[src/hw/i2c_port_pkg.sv]
// Shared constants, tables and types of the serial port control block
package i2c_port_pkg;
  // Register offsets
  localparam logic [7:0] OFS_AUX = 8'h8E;
  localparam logic [7:0] OFS_MODE = 8'h8F;
  localparam logic [7:0] OFS_IRQEN = 8'hA8;
  localparam logic [7:0] OFS_CTRL = 8'hD8;
  localparam logic [7:0] OFS_STAT = 8'hD9;
  localparam logic [7:0] OFS_DATA = 8'hDA;
  localparam logic [7:0] OFS_OWN = 8'hDB;
  // Field positions
  localparam int CTRL_RATE2 = 7;
  localparam int CTRL_ENS = 6;
  localparam int CTRL_STA = 5;
  localparam int CTRL_STO = 4;
  localparam int CTRL_SI = 3;
  localparam int CTRL_AA = 2;
  localparam int CTRL_RATE1 = 1;
  localparam int CTRL_RATE0 = 0;
  localparam int AUX_SRD = 5;
  localparam int AUX_FME = 3;
  localparam int IRQ_GLOBAL = 7;
  localparam int IRQ_PORT = 0;
  localparam int MODE_SIX = 0;
  // Reset values and last bit count
  localparam logic [7:0] OWN_RST = 8'h00;
  localparam logic [7:0] DATA_RST = 8'h00;
  localparam logic [3:0] BIT_LAST = 4'h8;
  // Status codes, low three bits always zero
  localparam logic [7:0] ST_BUS_ERR = 8'h00;
  localparam logic [7:0] ST_START = 8'h08;
  localparam logic [7:0] ST_RESTART = 8'h10;
  localparam logic [7:0] ST_SLAW_ACK = 8'h18;
  localparam logic [7:0] ST_SLAW_NAK = 8'h20;
  localparam logic [7:0] ST_MTX_ACK = 8'h28;
  localparam logic [7:0] ST_MTX_NAK = 8'h30;
  localparam logic [7:0] ST_ARB_LOST = 8'h38;
  localparam logic [7:0] ST_SLAR_ACK = 8'h40;
  localparam logic [7:0] ST_SLAR_NAK = 8'h48;
  localparam logic [7:0] ST_MRX_ACK = 8'h50;
  localparam logic [7:0] ST_MRX_NAK = 8'h58;
  localparam logic [7:0] ST_OWN_W = 8'h60;
  localparam logic [7:0] ST_GCALL = 8'h70;
  localparam logic [7:0] ST_SRX_ACK = 8'h80;
  localparam logic [7:0] ST_SRX_NAK = 8'h88;
  localparam logic [7:0] ST_GRX_ACK = 8'h90;
  localparam logic [7:0] ST_GRX_NAK = 8'h98;
  localparam logic [7:0] ST_SLV_STOP = 8'hA0;
  localparam logic [7:0] ST_OWN_R = 8'hA8;
  localparam logic [7:0] ST_STX_ACK = 8'hB8;
  localparam logic [7:0] ST_STX_NAK = 8'hC0;
  localparam logic [7:0] ST_STX_LAST = 8'hC8;
  localparam logic [7:0] ST_NONE = 8'hF8;
  // Oscillator divisors per rate code, 6-clock operation; 12-clock doubles
  localparam logic [7:0][11:0] FAST_DIV = {12'h03C, 12'h050, 12'h640, 12'h078,
                                           12'h00F, 12'h014, 12'h320, 12'h01E};
  localparam logic [7:0][11:0] STD_DIV = {12'h000, 12'h01E, 12'h03C, 12'h1E0,
                                          12'h050, 12'h060, 12'h070, 12'h080};
  localparam logic [2:0] RATE_TIMER = 3'h7;
  // Bus role and master sequencer states
  typedef enum logic [4:0] {
    M_NAS = 5'h01, M_SRX = 5'h02, M_STX = 5'h04, M_MTX = 5'h08, M_MRX = 5'h10
  } role_e;
  typedef enum logic [3:0] {
    S_IDLE = 4'h1, S_START = 4'h2, S_RUN = 4'h4, S_STOP = 4'h8
  } seq_e;
endpackage

[src/hw/pin_sync.sv]
// Three-stage pin synchroniser with agreement filter
`timescale 1ns/1ps
`default_nettype none
module pin_sync #(
  parameter int W = 2,
  parameter logic [W-1:0] RST_VAL = '1
) (
  input wire logic clk_sys,
  input wire logic rst,
  input wire logic [W-1:0] pin_in,
  output logic [W-1:0] pin_q
);
  typedef struct packed {
    logic [W-1:0] s1;
    logic [W-1:0] s2;
    logic [W-1:0] s3;
    logic [W-1:0] q;
  } sync_s;
  localparam sync_s RST_S = '{s1: RST_VAL, s2: RST_VAL, s3: RST_VAL, q: RST_VAL};
  sync_s s_ff;
  sync_s nxt_s;

  // First stage feeds only the second; output follows once stages two and three agree
  always_comb begin
    nxt_s.s1 = pin_in;
    nxt_s.s2 = s_ff.s1;
    nxt_s.s3 = s_ff.s2;
    nxt_s.q = (~(s_ff.s2 ^ s_ff.s3) & s_ff.s3) | ((s_ff.s2 ^ s_ff.s3) & s_ff.q);
  end

  always_ff @(posedge clk_sys or posedge rst) begin
    if (rst) begin
      s_ff <= RST_S;
    end else begin
      s_ff <= nxt_s;
    end
  end

  assign pin_q = s_ff.q;
endmodule // pin_sync
`default_nettype wire

[src/hw/bit_rate_gen.sv]
// Master bit clock generator: half-bit ticks from the rate code
`timescale 1ns/1ps
`default_nettype none
module bit_rate_gen (
  input wire logic clk_sys,
  input wire logic rst,
  input wire logic run,
  input wire logic [2:0] rate_code,
  input wire logic fast_mode,
  input wire logic six_clock,
  input wire logic ext_tick,
  output logic half_tick
);
  typedef struct packed {
    logic [11:0] cnt;
    logic phase;
    logic tick;
  } div_s;
  div_s s_ff;
  div_s nxt_s;
  logic [11:0] div;
  logic [11:0] full;
  logic [11:0] half;

  // Odd divisors split into a short and a long half so the bit period stays exact
  always_comb begin
    nxt_s = s_ff;
    nxt_s.tick = 1'b0;
    div = fast_mode ? i2c_port_pkg::FAST_DIV[rate_code] : i2c_port_pkg::STD_DIV[rate_code];
    full = six_clock ? div : {div[10:0], 1'b0};
    half = s_ff.phase ? (full - {1'b0, full[11:1]}) : {1'b0, full[11:1]};
    if (!run) begin
      nxt_s.cnt = '0;
      nxt_s.phase = 1'b0;
    end else if (!fast_mode && rate_code == i2c_port_pkg::RATE_TIMER) begin
      nxt_s.tick = ext_tick; // Timer-derived rate in standard mode
    end else if (s_ff.cnt + 12'h001 >= half) begin
      nxt_s.cnt = '0;
      nxt_s.phase = ~s_ff.phase;
      nxt_s.tick = 1'b1;
    end else begin
      nxt_s.cnt = s_ff.cnt + 12'h001;
    end
  end

  always_ff @(posedge clk_sys or posedge rst) begin
    if (rst) begin
      s_ff <= '0;
    end else begin
      s_ff <= nxt_s;
    end
  end

  assign half_tick = s_ff.tick;
endmodule // bit_rate_gen
`default_nettype wire

[src/hw/i2c_port_control.sv]
// Byte-oriented serial bus port: registers, bus monitor, slave and master control
`timescale 1ns/1ps
`default_nettype none
// Summary of operation
// Stop then start when both requested
// Interrupt when event flag and both enables
// Event flag set on every state except F8H
// Hold clock low while event flag set
// Software alone clears the event flag
// Acknowledge own address, call, received data
// Not-acknowledge received data when ack flag clear
// Last transmitted byte gives C8H, then unaddressed
// Software may re-arm acknowledge flag in C8H
// Unaddressed: ignore addresses, no ack, no interrupt
// Released port still tracks bus and shifts; code shifts but clears busy and bit count while disabled
// Late acknowledge flag still recognises address
// Rate code matters only as master
// Fast mode divisors per rate code
// Fast mode one-shot set, reset clears
// Slew disable bit, read/write, resets clear
// Status holds code, low bits zero
// Status valid around event flag window
// Own address upper bits, bit0 general call
// 12-clock fast divisors double 6-clock ones
module i2c_port_control (
  input wire logic clk_sys,
  input wire logic rst,
  input wire logic [7:0] addr,
  input wire logic [7:0] wr_data,
  input wire logic wr_en,
  input wire logic rd_en,
  output logic [7:0] rd_data,
  input wire logic scl_in,
  output logic scl_out,
  output logic scl_oe,
  input wire logic sda_in,
  output logic sda_out,
  output logic sda_oe,
  input wire logic rate_ext_tick,
  output logic serial_irq_req,
  output logic slew_control_disable
);
  typedef struct packed {
    logic si;
    logic start_request_flag;
    logic stop_request_flag;
    logic assert_ack_flag;
    logic port_enable;
    logic [2:0] rate;
    logic [7:0] own;
    logic [7:0] shift;
    logic global_irq_enable;
    logic port_irq_enable;
    logic six_clock;
    logic fast_mode_enable;
    logic slew_off;
    logic [7:0] status;
    logic si_d;
    i2c_port_pkg::role_e mode;
    i2c_port_pkg::seq_e st;
    logic [1:0] step;
    logic [3:0] cnt;
    logic first;
    logic busy;
    logic ack_low;
    logic gc_hit;
    logic sda_low;
    logic scl_m_low;
    logic scl_hold;
    logic scl_p;
    logic sda_p;
    logic [7:0] rdata;
  } port_s;
  localparam port_s RST_S = '{mode: i2c_port_pkg::M_NAS, st: i2c_port_pkg::S_IDLE,
                              own: i2c_port_pkg::OWN_RST, shift: i2c_port_pkg::DATA_RST,
                              status: i2c_port_pkg::ST_NONE, scl_p: 1'b1, sda_p: 1'b1,
                              default: '0};
  port_s s_ff;
  port_s nxt_s;
  logic [1:0] pins_q;
  logic scl_s;
  logic sda_s;
  logic half_tick;
  logic scl_rise;
  logic scl_fall;
  logic start_ev;
  logic stop_ev;
  logic is_tx;
  logic is_mst;
  logic hw_set;
  logic [7:0] hw_code;
  logic [7:0] nb;
  logic addr_hit;

  pin_sync #(.W(2), .RST_VAL(2'h3)) u_sync (
    .clk_sys(clk_sys),
    .rst(rst),
    .pin_in({scl_in, sda_in}),
    .pin_q(pins_q)
  );
  assign scl_s = pins_q[1];
  assign sda_s = pins_q[0];

  // Rate code only drives the clock while this end is master
  bit_rate_gen u_rate (
    .clk_sys(clk_sys),
    .rst(rst),
    .run(s_ff.st != i2c_port_pkg::S_IDLE),
    .rate_code(s_ff.rate),
    .fast_mode(s_ff.fast_mode_enable),
    .six_clock(s_ff.six_clock),
    .ext_tick(rate_ext_tick),
    .half_tick(half_tick)
  );

  // Bus edge and condition detection on filtered pins
  assign scl_rise = scl_s & ~s_ff.scl_p;
  assign scl_fall = ~scl_s & s_ff.scl_p;
  assign start_ev = scl_s & s_ff.scl_p & ~sda_s & s_ff.sda_p;
  assign stop_ev = scl_s & s_ff.scl_p & sda_s & ~s_ff.sda_p;
  assign is_tx = (s_ff.mode == i2c_port_pkg::M_MTX) || (s_ff.mode == i2c_port_pkg::M_STX);
  assign is_mst = (s_ff.mode == i2c_port_pkg::M_MTX) || (s_ff.mode == i2c_port_pkg::M_MRX);
  assign nb = {s_ff.shift[6:0], sda_s};
  // Acknowledge flag checked at byte end, so a late set still matches
  assign addr_hit = s_ff.assert_ack_flag && ((nb[7:1] == s_ff.own[7:1]) || (nb == 8'h00 && s_ff.own[0]));

  always_comb begin
    nxt_s = s_ff;
    hw_set = 1'b0;
    hw_code = i2c_port_pkg::ST_NONE;
    nxt_s.scl_p = scl_s;
    nxt_s.sda_p = sda_s;
    nxt_s.si_d = s_ff.si;
    nxt_s.rdata = 8'h00;
    // Register reads, answered in the next cycle
    if (rd_en) begin
      case (addr)
        i2c_port_pkg::OFS_CTRL: nxt_s.rdata = {s_ff.rate[2], s_ff.port_enable, s_ff.start_request_flag,
                                               s_ff.stop_request_flag, s_ff.si, s_ff.assert_ack_flag,
                                               s_ff.rate[1:0]};
        i2c_port_pkg::OFS_STAT: nxt_s.rdata = (s_ff.si || s_ff.si_d) ? s_ff.status : i2c_port_pkg::ST_NONE;
        i2c_port_pkg::OFS_DATA: nxt_s.rdata = s_ff.shift;
        i2c_port_pkg::OFS_OWN: nxt_s.rdata = s_ff.own;
        i2c_port_pkg::OFS_AUX: begin
          nxt_s.rdata[i2c_port_pkg::AUX_SRD] = s_ff.slew_off;
          nxt_s.rdata[i2c_port_pkg::AUX_FME] = s_ff.fast_mode_enable;
        end
        i2c_port_pkg::OFS_IRQEN: begin
          nxt_s.rdata[i2c_port_pkg::IRQ_GLOBAL] = s_ff.global_irq_enable;
          nxt_s.rdata[i2c_port_pkg::IRQ_PORT] = s_ff.port_irq_enable;
        end
        i2c_port_pkg::OFS_MODE: nxt_s.rdata[i2c_port_pkg::MODE_SIX] = s_ff.six_clock;
        default: nxt_s.rdata = 8'h00;
      endcase
    end
    // Register writes; event flag can only be cleared from here
    if (wr_en) begin
      case (addr)
        i2c_port_pkg::OFS_CTRL: begin
          nxt_s.rate = {wr_data[i2c_port_pkg::CTRL_RATE2], wr_data[i2c_port_pkg::CTRL_RATE1],
                        wr_data[i2c_port_pkg::CTRL_RATE0]};
          nxt_s.port_enable = wr_data[i2c_port_pkg::CTRL_ENS];
          nxt_s.start_request_flag = wr_data[i2c_port_pkg::CTRL_STA];
          nxt_s.stop_request_flag = wr_data[i2c_port_pkg::CTRL_STO];
          nxt_s.assert_ack_flag = wr_data[i2c_port_pkg::CTRL_AA];
          if (!wr_data[i2c_port_pkg::CTRL_SI]) begin
            nxt_s.si = 1'b0;
          end
        end
        i2c_port_pkg::OFS_DATA: begin
          nxt_s.shift = wr_data;
          if (is_tx) begin
            nxt_s.sda_low = ~wr_data[7]; // First bit goes out at once
          end
        end
        i2c_port_pkg::OFS_OWN: nxt_s.own = wr_data;
        i2c_port_pkg::OFS_AUX: begin
          nxt_s.slew_off = wr_data[i2c_port_pkg::AUX_SRD];
          nxt_s.fast_mode_enable = s_ff.fast_mode_enable | wr_data[i2c_port_pkg::AUX_FME];
        end
        i2c_port_pkg::OFS_IRQEN: begin
          nxt_s.global_irq_enable = wr_data[i2c_port_pkg::IRQ_GLOBAL];
          nxt_s.port_irq_enable = wr_data[i2c_port_pkg::IRQ_PORT];
        end
        i2c_port_pkg::OFS_MODE: nxt_s.six_clock = wr_data[i2c_port_pkg::MODE_SIX];
        default: ;
      endcase
    end
    // Bus monitor runs in every role, including when released
    if (scl_rise && s_ff.cnt != i2c_port_pkg::BIT_LAST) begin
      nxt_s.shift = nb;
      nxt_s.cnt = s_ff.cnt + 4'h1;
      if (is_mst && is_tx && !s_ff.sda_low && !sda_s) begin
        nxt_s.mode = i2c_port_pkg::M_NAS; // Lost arbitration, drop off and raise the event flag with 38H
        nxt_s.st = i2c_port_pkg::S_IDLE;
        nxt_s.scl_m_low = 1'b0;
        hw_set = 1'b1;
        hw_code = i2c_port_pkg::ST_ARB_LOST;
      end else if (s_ff.cnt == 4'h7) begin
        if (s_ff.first && !is_mst) begin
          nxt_s.ack_low = addr_hit;
          nxt_s.gc_hit = (nb == 8'h00);
        end else if (s_ff.mode == i2c_port_pkg::M_MRX || s_ff.mode == i2c_port_pkg::M_SRX) begin
          nxt_s.ack_low = s_ff.assert_ack_flag;
        end else begin
          nxt_s.ack_low = 1'b0;
        end
      end
    end else if (scl_rise) begin
      // Ninth clock: acknowledge seen, byte closes
      nxt_s.cnt = 4'h0;
      nxt_s.first = 1'b0;
      case (s_ff.mode)
        i2c_port_pkg::M_MTX: begin
          hw_set = 1'b1;
          if (s_ff.first && s_ff.shift[0]) begin
            hw_code = sda_s ? i2c_port_pkg::ST_SLAR_NAK : i2c_port_pkg::ST_SLAR_ACK;
            nxt_s.mode = sda_s ? i2c_port_pkg::M_MTX : i2c_port_pkg::M_MRX;
          end else if (s_ff.first) begin
            hw_code = sda_s ? i2c_port_pkg::ST_SLAW_NAK : i2c_port_pkg::ST_SLAW_ACK;
          end else begin
            hw_code = sda_s ? i2c_port_pkg::ST_MTX_NAK : i2c_port_pkg::ST_MTX_ACK;
          end
        end
        i2c_port_pkg::M_MRX: begin
          hw_set = 1'b1;
          hw_code = sda_s ? i2c_port_pkg::ST_MRX_NAK : i2c_port_pkg::ST_MRX_ACK;
        end
        i2c_port_pkg::M_SRX: begin
          hw_set = 1'b1;
          if (s_ff.gc_hit) begin
            hw_code = sda_s ? i2c_port_pkg::ST_GRX_NAK : i2c_port_pkg::ST_GRX_ACK;
          end else begin
            hw_code = sda_s ? i2c_port_pkg::ST_SRX_NAK : i2c_port_pkg::ST_SRX_ACK;
          end
          if (sda_s) begin
            nxt_s.mode = i2c_port_pkg::M_NAS;
          end
        end
        i2c_port_pkg::M_STX: begin
          hw_set = 1'b1;
          if (sda_s) begin
            hw_code = i2c_port_pkg::ST_STX_NAK;
            nxt_s.mode = i2c_port_pkg::M_NAS;
          end else if (!s_ff.assert_ack_flag) begin
            hw_code = i2c_port_pkg::ST_STX_LAST;
            nxt_s.mode = i2c_port_pkg::M_NAS;
          end else begin
            hw_code = i2c_port_pkg::ST_STX_ACK;
          end
        end
        default: begin
          // Unaddressed: only a matched address wakes the slave
          if (s_ff.first && s_ff.ack_low) begin
            hw_set = 1'b1;
            if (s_ff.gc_hit) begin
              hw_code = i2c_port_pkg::ST_GCALL;
              nxt_s.mode = i2c_port_pkg::M_SRX;
            end else if (s_ff.shift[0]) begin
              hw_code = i2c_port_pkg::ST_OWN_R;
              nxt_s.mode = i2c_port_pkg::M_STX;
            end else begin
              hw_code = i2c_port_pkg::ST_OWN_W;
              nxt_s.mode = i2c_port_pkg::M_SRX;
            end
          end
        end
      endcase
    end
    // Data changes only while the clock is low
    if (scl_fall) begin
      if (s_ff.cnt == i2c_port_pkg::BIT_LAST) begin
        nxt_s.sda_low = s_ff.ack_low;
      end else if (s_ff.cnt == 4'h0) begin
        if (s_ff.ack_low) begin
          nxt_s.sda_low = 1'b0;
          nxt_s.ack_low = 1'b0;
        end
      end else begin
        nxt_s.sda_low = is_tx & ~s_ff.shift[7];
      end
    end
    if (start_ev) begin
      nxt_s.busy = 1'b1;
      nxt_s.cnt = 4'h0;
      nxt_s.first = 1'b1;
      nxt_s.ack_low = 1'b0;
      if (s_ff.mode == i2c_port_pkg::M_SRX || s_ff.mode == i2c_port_pkg::M_STX) begin
        nxt_s.mode = i2c_port_pkg::M_NAS;
        hw_set = 1'b1;
        hw_code = i2c_port_pkg::ST_SLV_STOP;
      end
    end
    if (stop_ev) begin
      nxt_s.busy = 1'b0;
      nxt_s.cnt = 4'h0;
      nxt_s.first = 1'b0;
      nxt_s.stop_request_flag = 1'b0;
      nxt_s.mode = i2c_port_pkg::M_NAS;
      if (s_ff.mode == i2c_port_pkg::M_SRX || s_ff.mode == i2c_port_pkg::M_STX) begin
        hw_set = 1'b1;
        hw_code = i2c_port_pkg::ST_SLV_STOP;
      end
    end
    // Held-low clock is only grabbed once it is already low
    nxt_s.scl_hold = s_ff.si & (~scl_s | s_ff.scl_hold);
    // Master sequencer, stepped by half-bit ticks
    case (s_ff.st)
      i2c_port_pkg::S_IDLE: begin
        if (s_ff.stop_request_flag && !s_ff.si) begin
          nxt_s.stop_request_flag = 1'b0;
          nxt_s.mode = i2c_port_pkg::M_NAS;
        end else if (s_ff.start_request_flag && !s_ff.busy && !s_ff.si) begin
          nxt_s.st = i2c_port_pkg::S_START;
          nxt_s.step = 2'h0;
        end
      end
      i2c_port_pkg::S_START: begin
        if (half_tick) begin
          case (s_ff.step)
            2'h0: begin
              nxt_s.sda_low = 1'b0;
              nxt_s.step = 2'h1;
            end
            2'h1: begin
              nxt_s.scl_m_low = 1'b0;
              if (scl_s) begin
                nxt_s.step = 2'h2;
              end
            end
            2'h2: begin
              nxt_s.sda_low = 1'b1;
              nxt_s.step = 2'h3;
            end
            default: begin
              nxt_s.scl_m_low = 1'b1;
              nxt_s.mode = i2c_port_pkg::M_MTX;
              nxt_s.st = i2c_port_pkg::S_RUN;
              hw_set = 1'b1;
              hw_code = is_mst ? i2c_port_pkg::ST_RESTART : i2c_port_pkg::ST_START;
            end
          endcase
        end
      end
      i2c_port_pkg::S_RUN: begin
        if (!s_ff.si && s_ff.cnt == 4'h0 && s_ff.scl_m_low && s_ff.stop_request_flag) begin
          nxt_s.st = i2c_port_pkg::S_STOP;
          nxt_s.step = 2'h0;
        end else if (!s_ff.si && s_ff.cnt == 4'h0 && s_ff.scl_m_low && s_ff.start_request_flag) begin
          nxt_s.st = i2c_port_pkg::S_START;
          nxt_s.step = 2'h0;
        end else if (half_tick && s_ff.scl_m_low && !s_ff.si) begin
          nxt_s.scl_m_low = 1'b0; // Suspended while the event flag stands
        end else if (half_tick && !s_ff.scl_m_low && scl_s) begin
          nxt_s.scl_m_low = 1'b1; // Waits out any slave stretching
        end
      end
      i2c_port_pkg::S_STOP: begin
        if (half_tick) begin
          case (s_ff.step)
            2'h0: begin
              nxt_s.sda_low = 1'b1;
              nxt_s.step = 2'h1;
            end
            2'h1: begin
              nxt_s.scl_m_low = 1'b0;
              if (scl_s) begin
                nxt_s.step = 2'h2;
              end
            end
            default: begin
              nxt_s.sda_low = 1'b0;
              nxt_s.stop_request_flag = 1'b0;
              nxt_s.mode = i2c_port_pkg::M_NAS;
              nxt_s.st = i2c_port_pkg::S_IDLE; // Pending start follows from idle
            end
          endcase
        end
      end
      default: nxt_s.st = i2c_port_pkg::S_IDLE;
    endcase
    // Hardware set beats a same-cycle software clear
    if (hw_set && hw_code != i2c_port_pkg::ST_NONE) begin
      nxt_s.si = 1'b1;
      nxt_s.status = hw_code;
    end
    // Disabled port floats the pins and loses the bus state
    if (!s_ff.port_enable) begin
      nxt_s.stop_request_flag = 1'b0;
      nxt_s.mode = i2c_port_pkg::M_NAS;
      nxt_s.st = i2c_port_pkg::S_IDLE;
      nxt_s.sda_low = 1'b0;
      nxt_s.scl_m_low = 1'b0;
      nxt_s.scl_hold = 1'b0;
      nxt_s.ack_low = 1'b0;
      nxt_s.cnt = 4'h0;
      nxt_s.first = 1'b0;
      nxt_s.busy = 1'b0;
      nxt_s.si = (wr_en && addr == i2c_port_pkg::OFS_CTRL) ? nxt_s.si : s_ff.si;
      nxt_s.status = s_ff.status;
    end
  end

  always_ff @(posedge clk_sys or posedge rst) begin
    if (rst) begin
      s_ff <= RST_S;
    end else begin
      s_ff <= nxt_s;
    end
  end

  // Open-drain pins: only the enables toggle
  assign scl_out = 1'b0;
  assign sda_out = 1'b0;
  assign scl_oe = s_ff.scl_m_low | s_ff.scl_hold;
  assign sda_oe = s_ff.sda_low;
  assign rd_data = s_ff.rdata;
  assign serial_irq_req = s_ff.si & s_ff.global_irq_enable & s_ff.port_irq_enable;
  assign slew_control_disable = s_ff.slew_off;
endmodule // i2c_port_control
`default_nettype wire

[config.mk]
export PLATFORM = sky130hd
export DESIGN_NAME = i2c_port_control
export DESIGN_NICKNAME = d
export VERILOG_FILES = /design/src/hw/i2c_port_pkg.sv /design/src/hw/pin_sync.sv /design/src/hw/bit_rate_gen.sv /design/src/hw/i2c_port_control.sv
export SDC_FILE = /design/constraint.sdc
export NUM_CORES = 1
export LEC_CHECK = 0
export ABC_AREA = 1
export BUFFER_PORTS_ARGS = -buffer_cell sky130_fd_sc_hd__buf_2
export CORE_MARGIN = 3
export CORE_UTILIZATION = 60
export DETAILED_ROUTE_END_ITERATION = 10
export PLACE_DENSITY = 0.9
export SLEW_MARGIN = 10
export SYNTH_ARGS = -nofsm -noshare
export SYNTH_HDL_FRONTEND = slang
export SYNTH_SLANG_ARGS = --single-unit
[constraint.sdc]
create_clock -name clk_sys -period 4.8 [get_ports clk_sys]
set_clock_uncertainty 0.1 [all_clocks]
set_input_delay 1.2 -clock clk_sys [delete_from_list [all_inputs] [get_ports clk_sys]]
set_output_delay 1.2 -clock clk_sys [all_outputs]
set_load 0.01 [all_outputs]
# Word-level counts from Yosys, hierarchy flattened
# Memories as Yosys holds them, arrays and structs flattened.
# Cells that the tools add are included.
[word_totals]
output_inout_bits = 14
mem_bits_ro = 192
elab_cells = 312
memories = 2
register_bits = 92
in_bits = 23
[classes]
eq_ne = 37
mux = 147
n_reduce_logical = 58
n_lt_le_gt_ge = 2
add_sub_neg = 3
bitwise_logic = 27
[mem_list]
columns = ["memory", "depth", "word_bits", "read_ports", "rd_clocked_by_memory_dff", "wr", "line_no", "text"]
rows = [
  ["(no name shown)", 8, 12, 1, 0, 0, "bit_rate_gen.sv:29", "div = fast_mode ? i2c_port_pkg::FAST_DIV[rate_code] : i2c_port_pkg::STD_DIV[rate_code];"],
  ["(no name shown)", 8, 12, 1, 0, 0, "bit_rate_gen.sv:29", ""],
]
[op_table]
columns = ["operator", "count"]
rows = [
  ["2-to-1 mux 8 bit", 19],
  ["2-to-1 mux 5 bit", 16],
  ["2-to-1 mux 12 bit", 6],
  ["equality test 8 bit (second input constant)", 7],
  ["2-to-1 mux 1 bit", 46],
  ["2-to-1 mux 9 bit", 5],
  ["2-to-1 mux 6 bit", 7],
  ["2-to-1 mux 7 bit", 5],
  ["case mux 8 bit (4 select lines)", 1],
  ["2-to-1 mux 29 bit", 1],
  ["2-to-1 mux 13 bit", 2],
  ["2-to-1 mux 4 bit", 6],
  ["logical AND 1 bit", 23],
  ["2-to-1 mux 11 bit", 2],
  ["case mux 5 bit (4 select lines)", 1],
  ["2-to-1 mux 2 bit", 9],
  ["AND reduction 2 bit", 9],
  ["case mux 2 bit (4 select lines)", 2],
  ["case mux 4 bit (4 select lines)", 1],
  ["case mux 1 bit (5 select lines)", 3],
  ["case mux 5 bit (3 select lines)", 1],
  ["adder 12 x 1 -> 12 bit (second input constant)", 1],
  [">= comparator 12 bit", 1],
  ["inequality test 4 x 1 -> 1 bit (second input constant)", 3],
  ["48 further kinds", 97],
]

# Depth between registers and ports, before layout
[logic_depth]
word_depth = 19
ltp_mapped = 30
mapped_depth_nobuf = 30

# Hierarchy
# A second synthesis with hierarchy kept.
[hier_totals]
hier_cells = 956
hier_area_um2 = 6789.0
[modules_own_cells]
columns = ["module", "area_per_inst_um2", "cells_each", "seq_area_each_um2", "instances"]
rows = [
  ["i2c_port_control", 4262.8, 579, 1687.9, 1],
  ["bit_rate_gen", 2264.7, 358, 350.3, 1],
  ["pin_sync", 261.5, 19, 210.2, 1],
]

# Worst setup path before layout
# No wires, ideal clock.
[synth_timing]
path_kind = "reg-to-reg"
from = "register s_ff[62] (netlist name)"
to = "register u_rate.s_ff[10] (netlist name)"
setup_slack_ns = 0.649
t_required_ns = 4.617
period_less_slack_ns = 4.151
path_buffers = 1
arrival_time_ns = 3.968
path_stages_with_launch = 28
setup_ns = 0.083
path_cell_list = "dfrtp_1 inv_2 ha_1 inv_1 nand2_1 o21ai_0 o21ai_0 inv_1 ha_1 nand2_1 o21ai_0 nand3_1 nand2_1 nand3_1 nand2_1 xnor2_1 o21ai_1 ha_1 a21oi_1 o21ai_0 nand2_1 o211ai_1 a31oi_1 nand2_1 inv_1 buf_1 nand3_1 o21ai_0"
[synth_between]
elab_chain_len = 10
word_cells_on_any_way = 15
classes_between = "add/sub: 1; order compare: 1; eq/ne: 2; mux: 8; reduce/logical: 1; memory: 2"
[synth_rtl]
columns = ["element", "line_no", "text"]
rows = [
  ["from (decl)", "i2c_port_control.sv:78", "port_s s_ff;"],
  ["from (signal assigned)", "i2c_port_control.sv:408", "s_ff <= nxt_s;"],
  ["memory (8 x 12 bit)", "--", ""],
  ["2-to-1 mux 12 bit (implied by the code)", "bit_rate_gen.sv:29", ""],
  ["2-to-1 mux 12 bit", "bit_rate_gen.sv:29", ""],
  ["2-to-1 mux 12 bit", "bit_rate_gen.sv:30", "full = six_clock ? div : {div[10:0], 1'b0};"],
  ["subtractor 12 x 11 -> 12 bit", "bit_rate_gen.sv:31", "half = s_ff.phase ? (full - {1'b0, full[11:1]}) : {1'b0, full[11:1]};"],
  ["2-to-1 mux 12 bit", "bit_rate_gen.sv:31", ""],
  [">= comparator 12 bit", "bit_rate_gen.sv:37", "end else if (s_ff.cnt + 12'h001 >= half) begin"],
  ["2-to-1 mux 12 bit", "bit_rate_gen.sv:37", ""],
  ["2-to-1 mux 13 bit", "bit_rate_gen.sv:35", "end else if (!fast_mode && rate_code == i2c_port_pkg::RATE_TIMER) begin"],
  ["2-to-1 mux 13 bit", "bit_rate_gen.sv:32", "if (!run) begin"],
  ["to (signal assigned)", "bit_rate_gen.sv:50", "s_ff <= nxt_s;"],
  ["to (decl)", "bit_rate_gen.sv:19", "div_s s_ff;"],
]
# Several ways; a longest one is shown, not always the timed one. The select of a mux whose other input is x is not followed.
# A chain may end at the register's enable or synchronous reset.

# Worst setup path in the final report
[layout_timing]
from = "register s_ff[63] (netlist name)"
to = "register u_rate.s_ff[12] (netlist name)"
# Same word-level chain as after synthesis.

==> results.ini <==
[run_status]
status = finished, final reports clean

[worst_setup_path]
critPathTopFamily = compound AO/OA/AOI/OAI gates
critPathLaunchType = register
reg2reg_to = u_rate.s_ff[12]
critPathMaxStageDelay_ns = 0.46
required_ns = 4.98
cp.buffers_inverters = 6
reg2reg_from = s_ff[63]
r2r_slack_ns = 0.42
path_max_fanout = 11
slowest_stage = dfrtp_2
critPathKind = reg2reg
cp-end-kind = register
r2r_cells = 25
cp.arrival_ns = 4.56

[global_routing]
grt_overflow_total = 0
grt_pass1_vias = 6155
grt_max_degree = 39
grt_first_pass_wirelength_mm = 28.8
antenna_found_initial = 1
track_usage_pct = 27.9

[sta]
period_share_pct = 91.2
worst_slew_pin_slew_ns = 0.847
setup_violations = 0
holdWs_ns = 0.260
max-slew-margin-rel_pct = 43.3
fmax_mhz = 229
hold_violations = 0
fin_crit_ns = 4.38
rsz0062_at_grt = false
maxSlewViolCount = 0
tns_ns = 0

[hold_path]
hold_end = u_sync.nxt_s[3]
min_path_cells = 0
hp-class = reg2reg
min_from = u_sync.nxt_s[5]

[clock_tree]
htree_levels = 3
worstSkewPairLatency_ns = 0.39
cts_tree = yes
cts.sinks = 89
clk_root_buffer_cell = clkbuf_8
path_clk_slew_ns = 0.09
cts_buffers = 9
clockBufferDepth = 2

[cells_and_area]
post-route-util_pct = 65.9
area_growth_pct = 6.58
nNetsFinal = 1033
layout_commonest_cell = nand2_1
diodes = 0
layout_common_cells = nand2_1, inv_1, nand3_1, o21ai_0, dfrtp_1
final_layout_size_suffix_gt1_share_pct = 13.8
fin_area_um2 = 7180
final_cells = 1118

[drt]
ant_nets = 0
routed_wl_mm = 17.2
drt_iter0_drc = 835
vias_per_cell = 5.89
dr_total_vias = 6589
wl_per_cell_um = 15.4
drc = 0
dr.pass1.iters = 5

[placement]
placed_area_um2 = 6950
routabilityCongestion = 0.985
io_buffers = 34
place_hpwl_mm = 13.2
placed_cells = 1099

[synthesis]
ys_ff_latch = 89
async_flop_share_pct = 100
synth.avg_cell_area_um2 = 7.11
seq_area_frac_synth_pct = 33.4
synth_cell_type_count = 57
ys.flop_type = dfrtp_1
synth_area_um2 = 6740
synth_edf_count = 0
synth_cells = 948
yosysWarnings = 0

[die]
coreArea_um2 = 10900
dieArea_um2 = 12500
initial_core_util_pct = 61.9
ios = 37
fp.dieW_um = 112
num_rows = 38
chipHeight_um = 112

[power]
power_density_nw_per_um2 = 327
max-vdd-ir-drop_uv = 243
p_leak_nw = 3.57

[job]
maxCapViolCount = 0

## cells in the mapped netlist, types with 3 or more instances
cell type  instances  area [µm²]
o221ai_1           5        43.8
nand2_2            8        50.1
o211ai_1          13        97.6
nor4_1             6        37.5
a31oi_1            5        31.3
dfrtp_1           72        1800
nand2_1          206         773
buf_4             12        90.1
nor2_4             6        67.6
o22ai_1            4        25.0
o21ai_0           84         420
clkbuf_1           6        22.5
a41oi_1            3        26.3
nor2_2             7        43.8
ha_1              36         450
nand4_1           16         100
a21oi_1           45         225
nand3_1           83         415
buf_2              8        40.0
nor3_2             6        60.1
or2_1              3        18.8
a221oi_1           3        26.3
inv_1            131         492
xor2_1            16         140
dfstp_2           17         447
inv_2             20        75.1
o21ai_1           18        90.1
nor2_1            56         210
a211oi_1           4        30.0
xnor2_1            4        35.0
nor3_1            13        65.1
## power by group
group	internal [mW]	switching (mW)	leakage, nW
registers	0.873	0.114	1.11
clock network	0.248	0.293	0.0983
logic	0.286	0.531	2.36
## sequential cells by signal, indices dropped and copies added, names as in the netlist, named ones only
name	count
u_rate.half_tick	1
sda_oe	1
nxt_s	1
slew_control_disable	1
u_rate.s_ff	13
u_sync.s_ff	2
nb	7
rd_data	8
u_sync.nxt_s	4
s_ff	49
## cell type report
type / count / area (µm²)
flip-flops and latches: 89 / 2250
clock inverters: 6 / 72.6
inverters: 153 / 578
fillers: 937 / 3710
repair buffers: 41 / 223
well taps: 140 / 175
clock buffers: 10 / 128
multi-input cells: 679 / 3750
## metrics by stage
stage | total power, mW | worst slack [ns]
6_report | 2.35 | 0.424
3_5_place_dp | 1.79 | 0.115
5_1_grt | 2.51 | 0.0744
3_3_place_gp | 1.76 | 0.351
2_1_floorplan | 1.59 | 0.649
4_1_cts | 2.34 | 0.0736
## metal layers
metal | vias to the layer above | track usage (%) | routed length, µm
li1 | 3189 | - | -
met1 | 3031 | 37.3 | 7060
met2 | 329 | 45.8 | 8120
met3 | 38 | 6.58 | 1670
met4 | 2 | 7.77 | 335
met5 | - | 0 | 13
## worst register-to-register path, stage by stage, from the launching register on
cell,delay [ns]
dfrtp_2,0.46
inv_2,0.16
ha_1,0.30
inv_1,0.14
nand2_1,0.08
o21ai_0,0.22
o21ai_1,0.14
inv_1,0.13
ha_2,0.21
fa_1,0.24
inv_1,0.08
a21oi_1,0.21
inv_1,0.09
a21oi_1,0.19
xor2_1,0.18
o21ai_1,0.09
ha_1,0.29
nand2_1,0.08
o21ai_0,0.09
nand2_1,0.07
o211ai_1,0.08
a31oi_1,0.15
nand2_1,0.15
inv_4,0.15
nand3_1,0.08
o21ai_0,0.13
## worst max path at each step
| stage | start | to | slack, ns | cells after the start |
|---|---|---|---|---|
| after floorplan | s_ff[62] | u_rate.s_ff[10] | 0.65 | 27 |
| after global placement | s_ff[62] | u_rate.s_ff[13] | 0.35 | 26 |
| after detailed placement | s_ff[63] | u_rate.s_ff[12] | 0.12 | 26 |
| after CTS | s_ff[63] | u_rate.s_ff[12] | 0.07 | 26 |
| after global routing | s_ff[63] | u_rate.s_ff[1] | 0.07 | 26 |
| final | s_ff[63] | u_rate.s_ff[12] | 0.42 | 25 |
## what timing repair did
action	in CTS	in global routing
hold buffers	0	0
setup buffers	0	3
resized for setup	0	9
setup endpoints to repair	0	14
## logic make-up after synthesis
group / synth area share [%]
adder cells (fa/ha/maj): 7.28
buffers and inverters: 11.0
multiplexers: 0.167
flip-flops: 33.4
AND/OR/NAND/NOR: 28.7
XOR/XNOR: 2.60
AO/OA/AOI/OAI: 16.8
other: 0.0557
No activity file was read; power rests on OpenSTA's default activity.
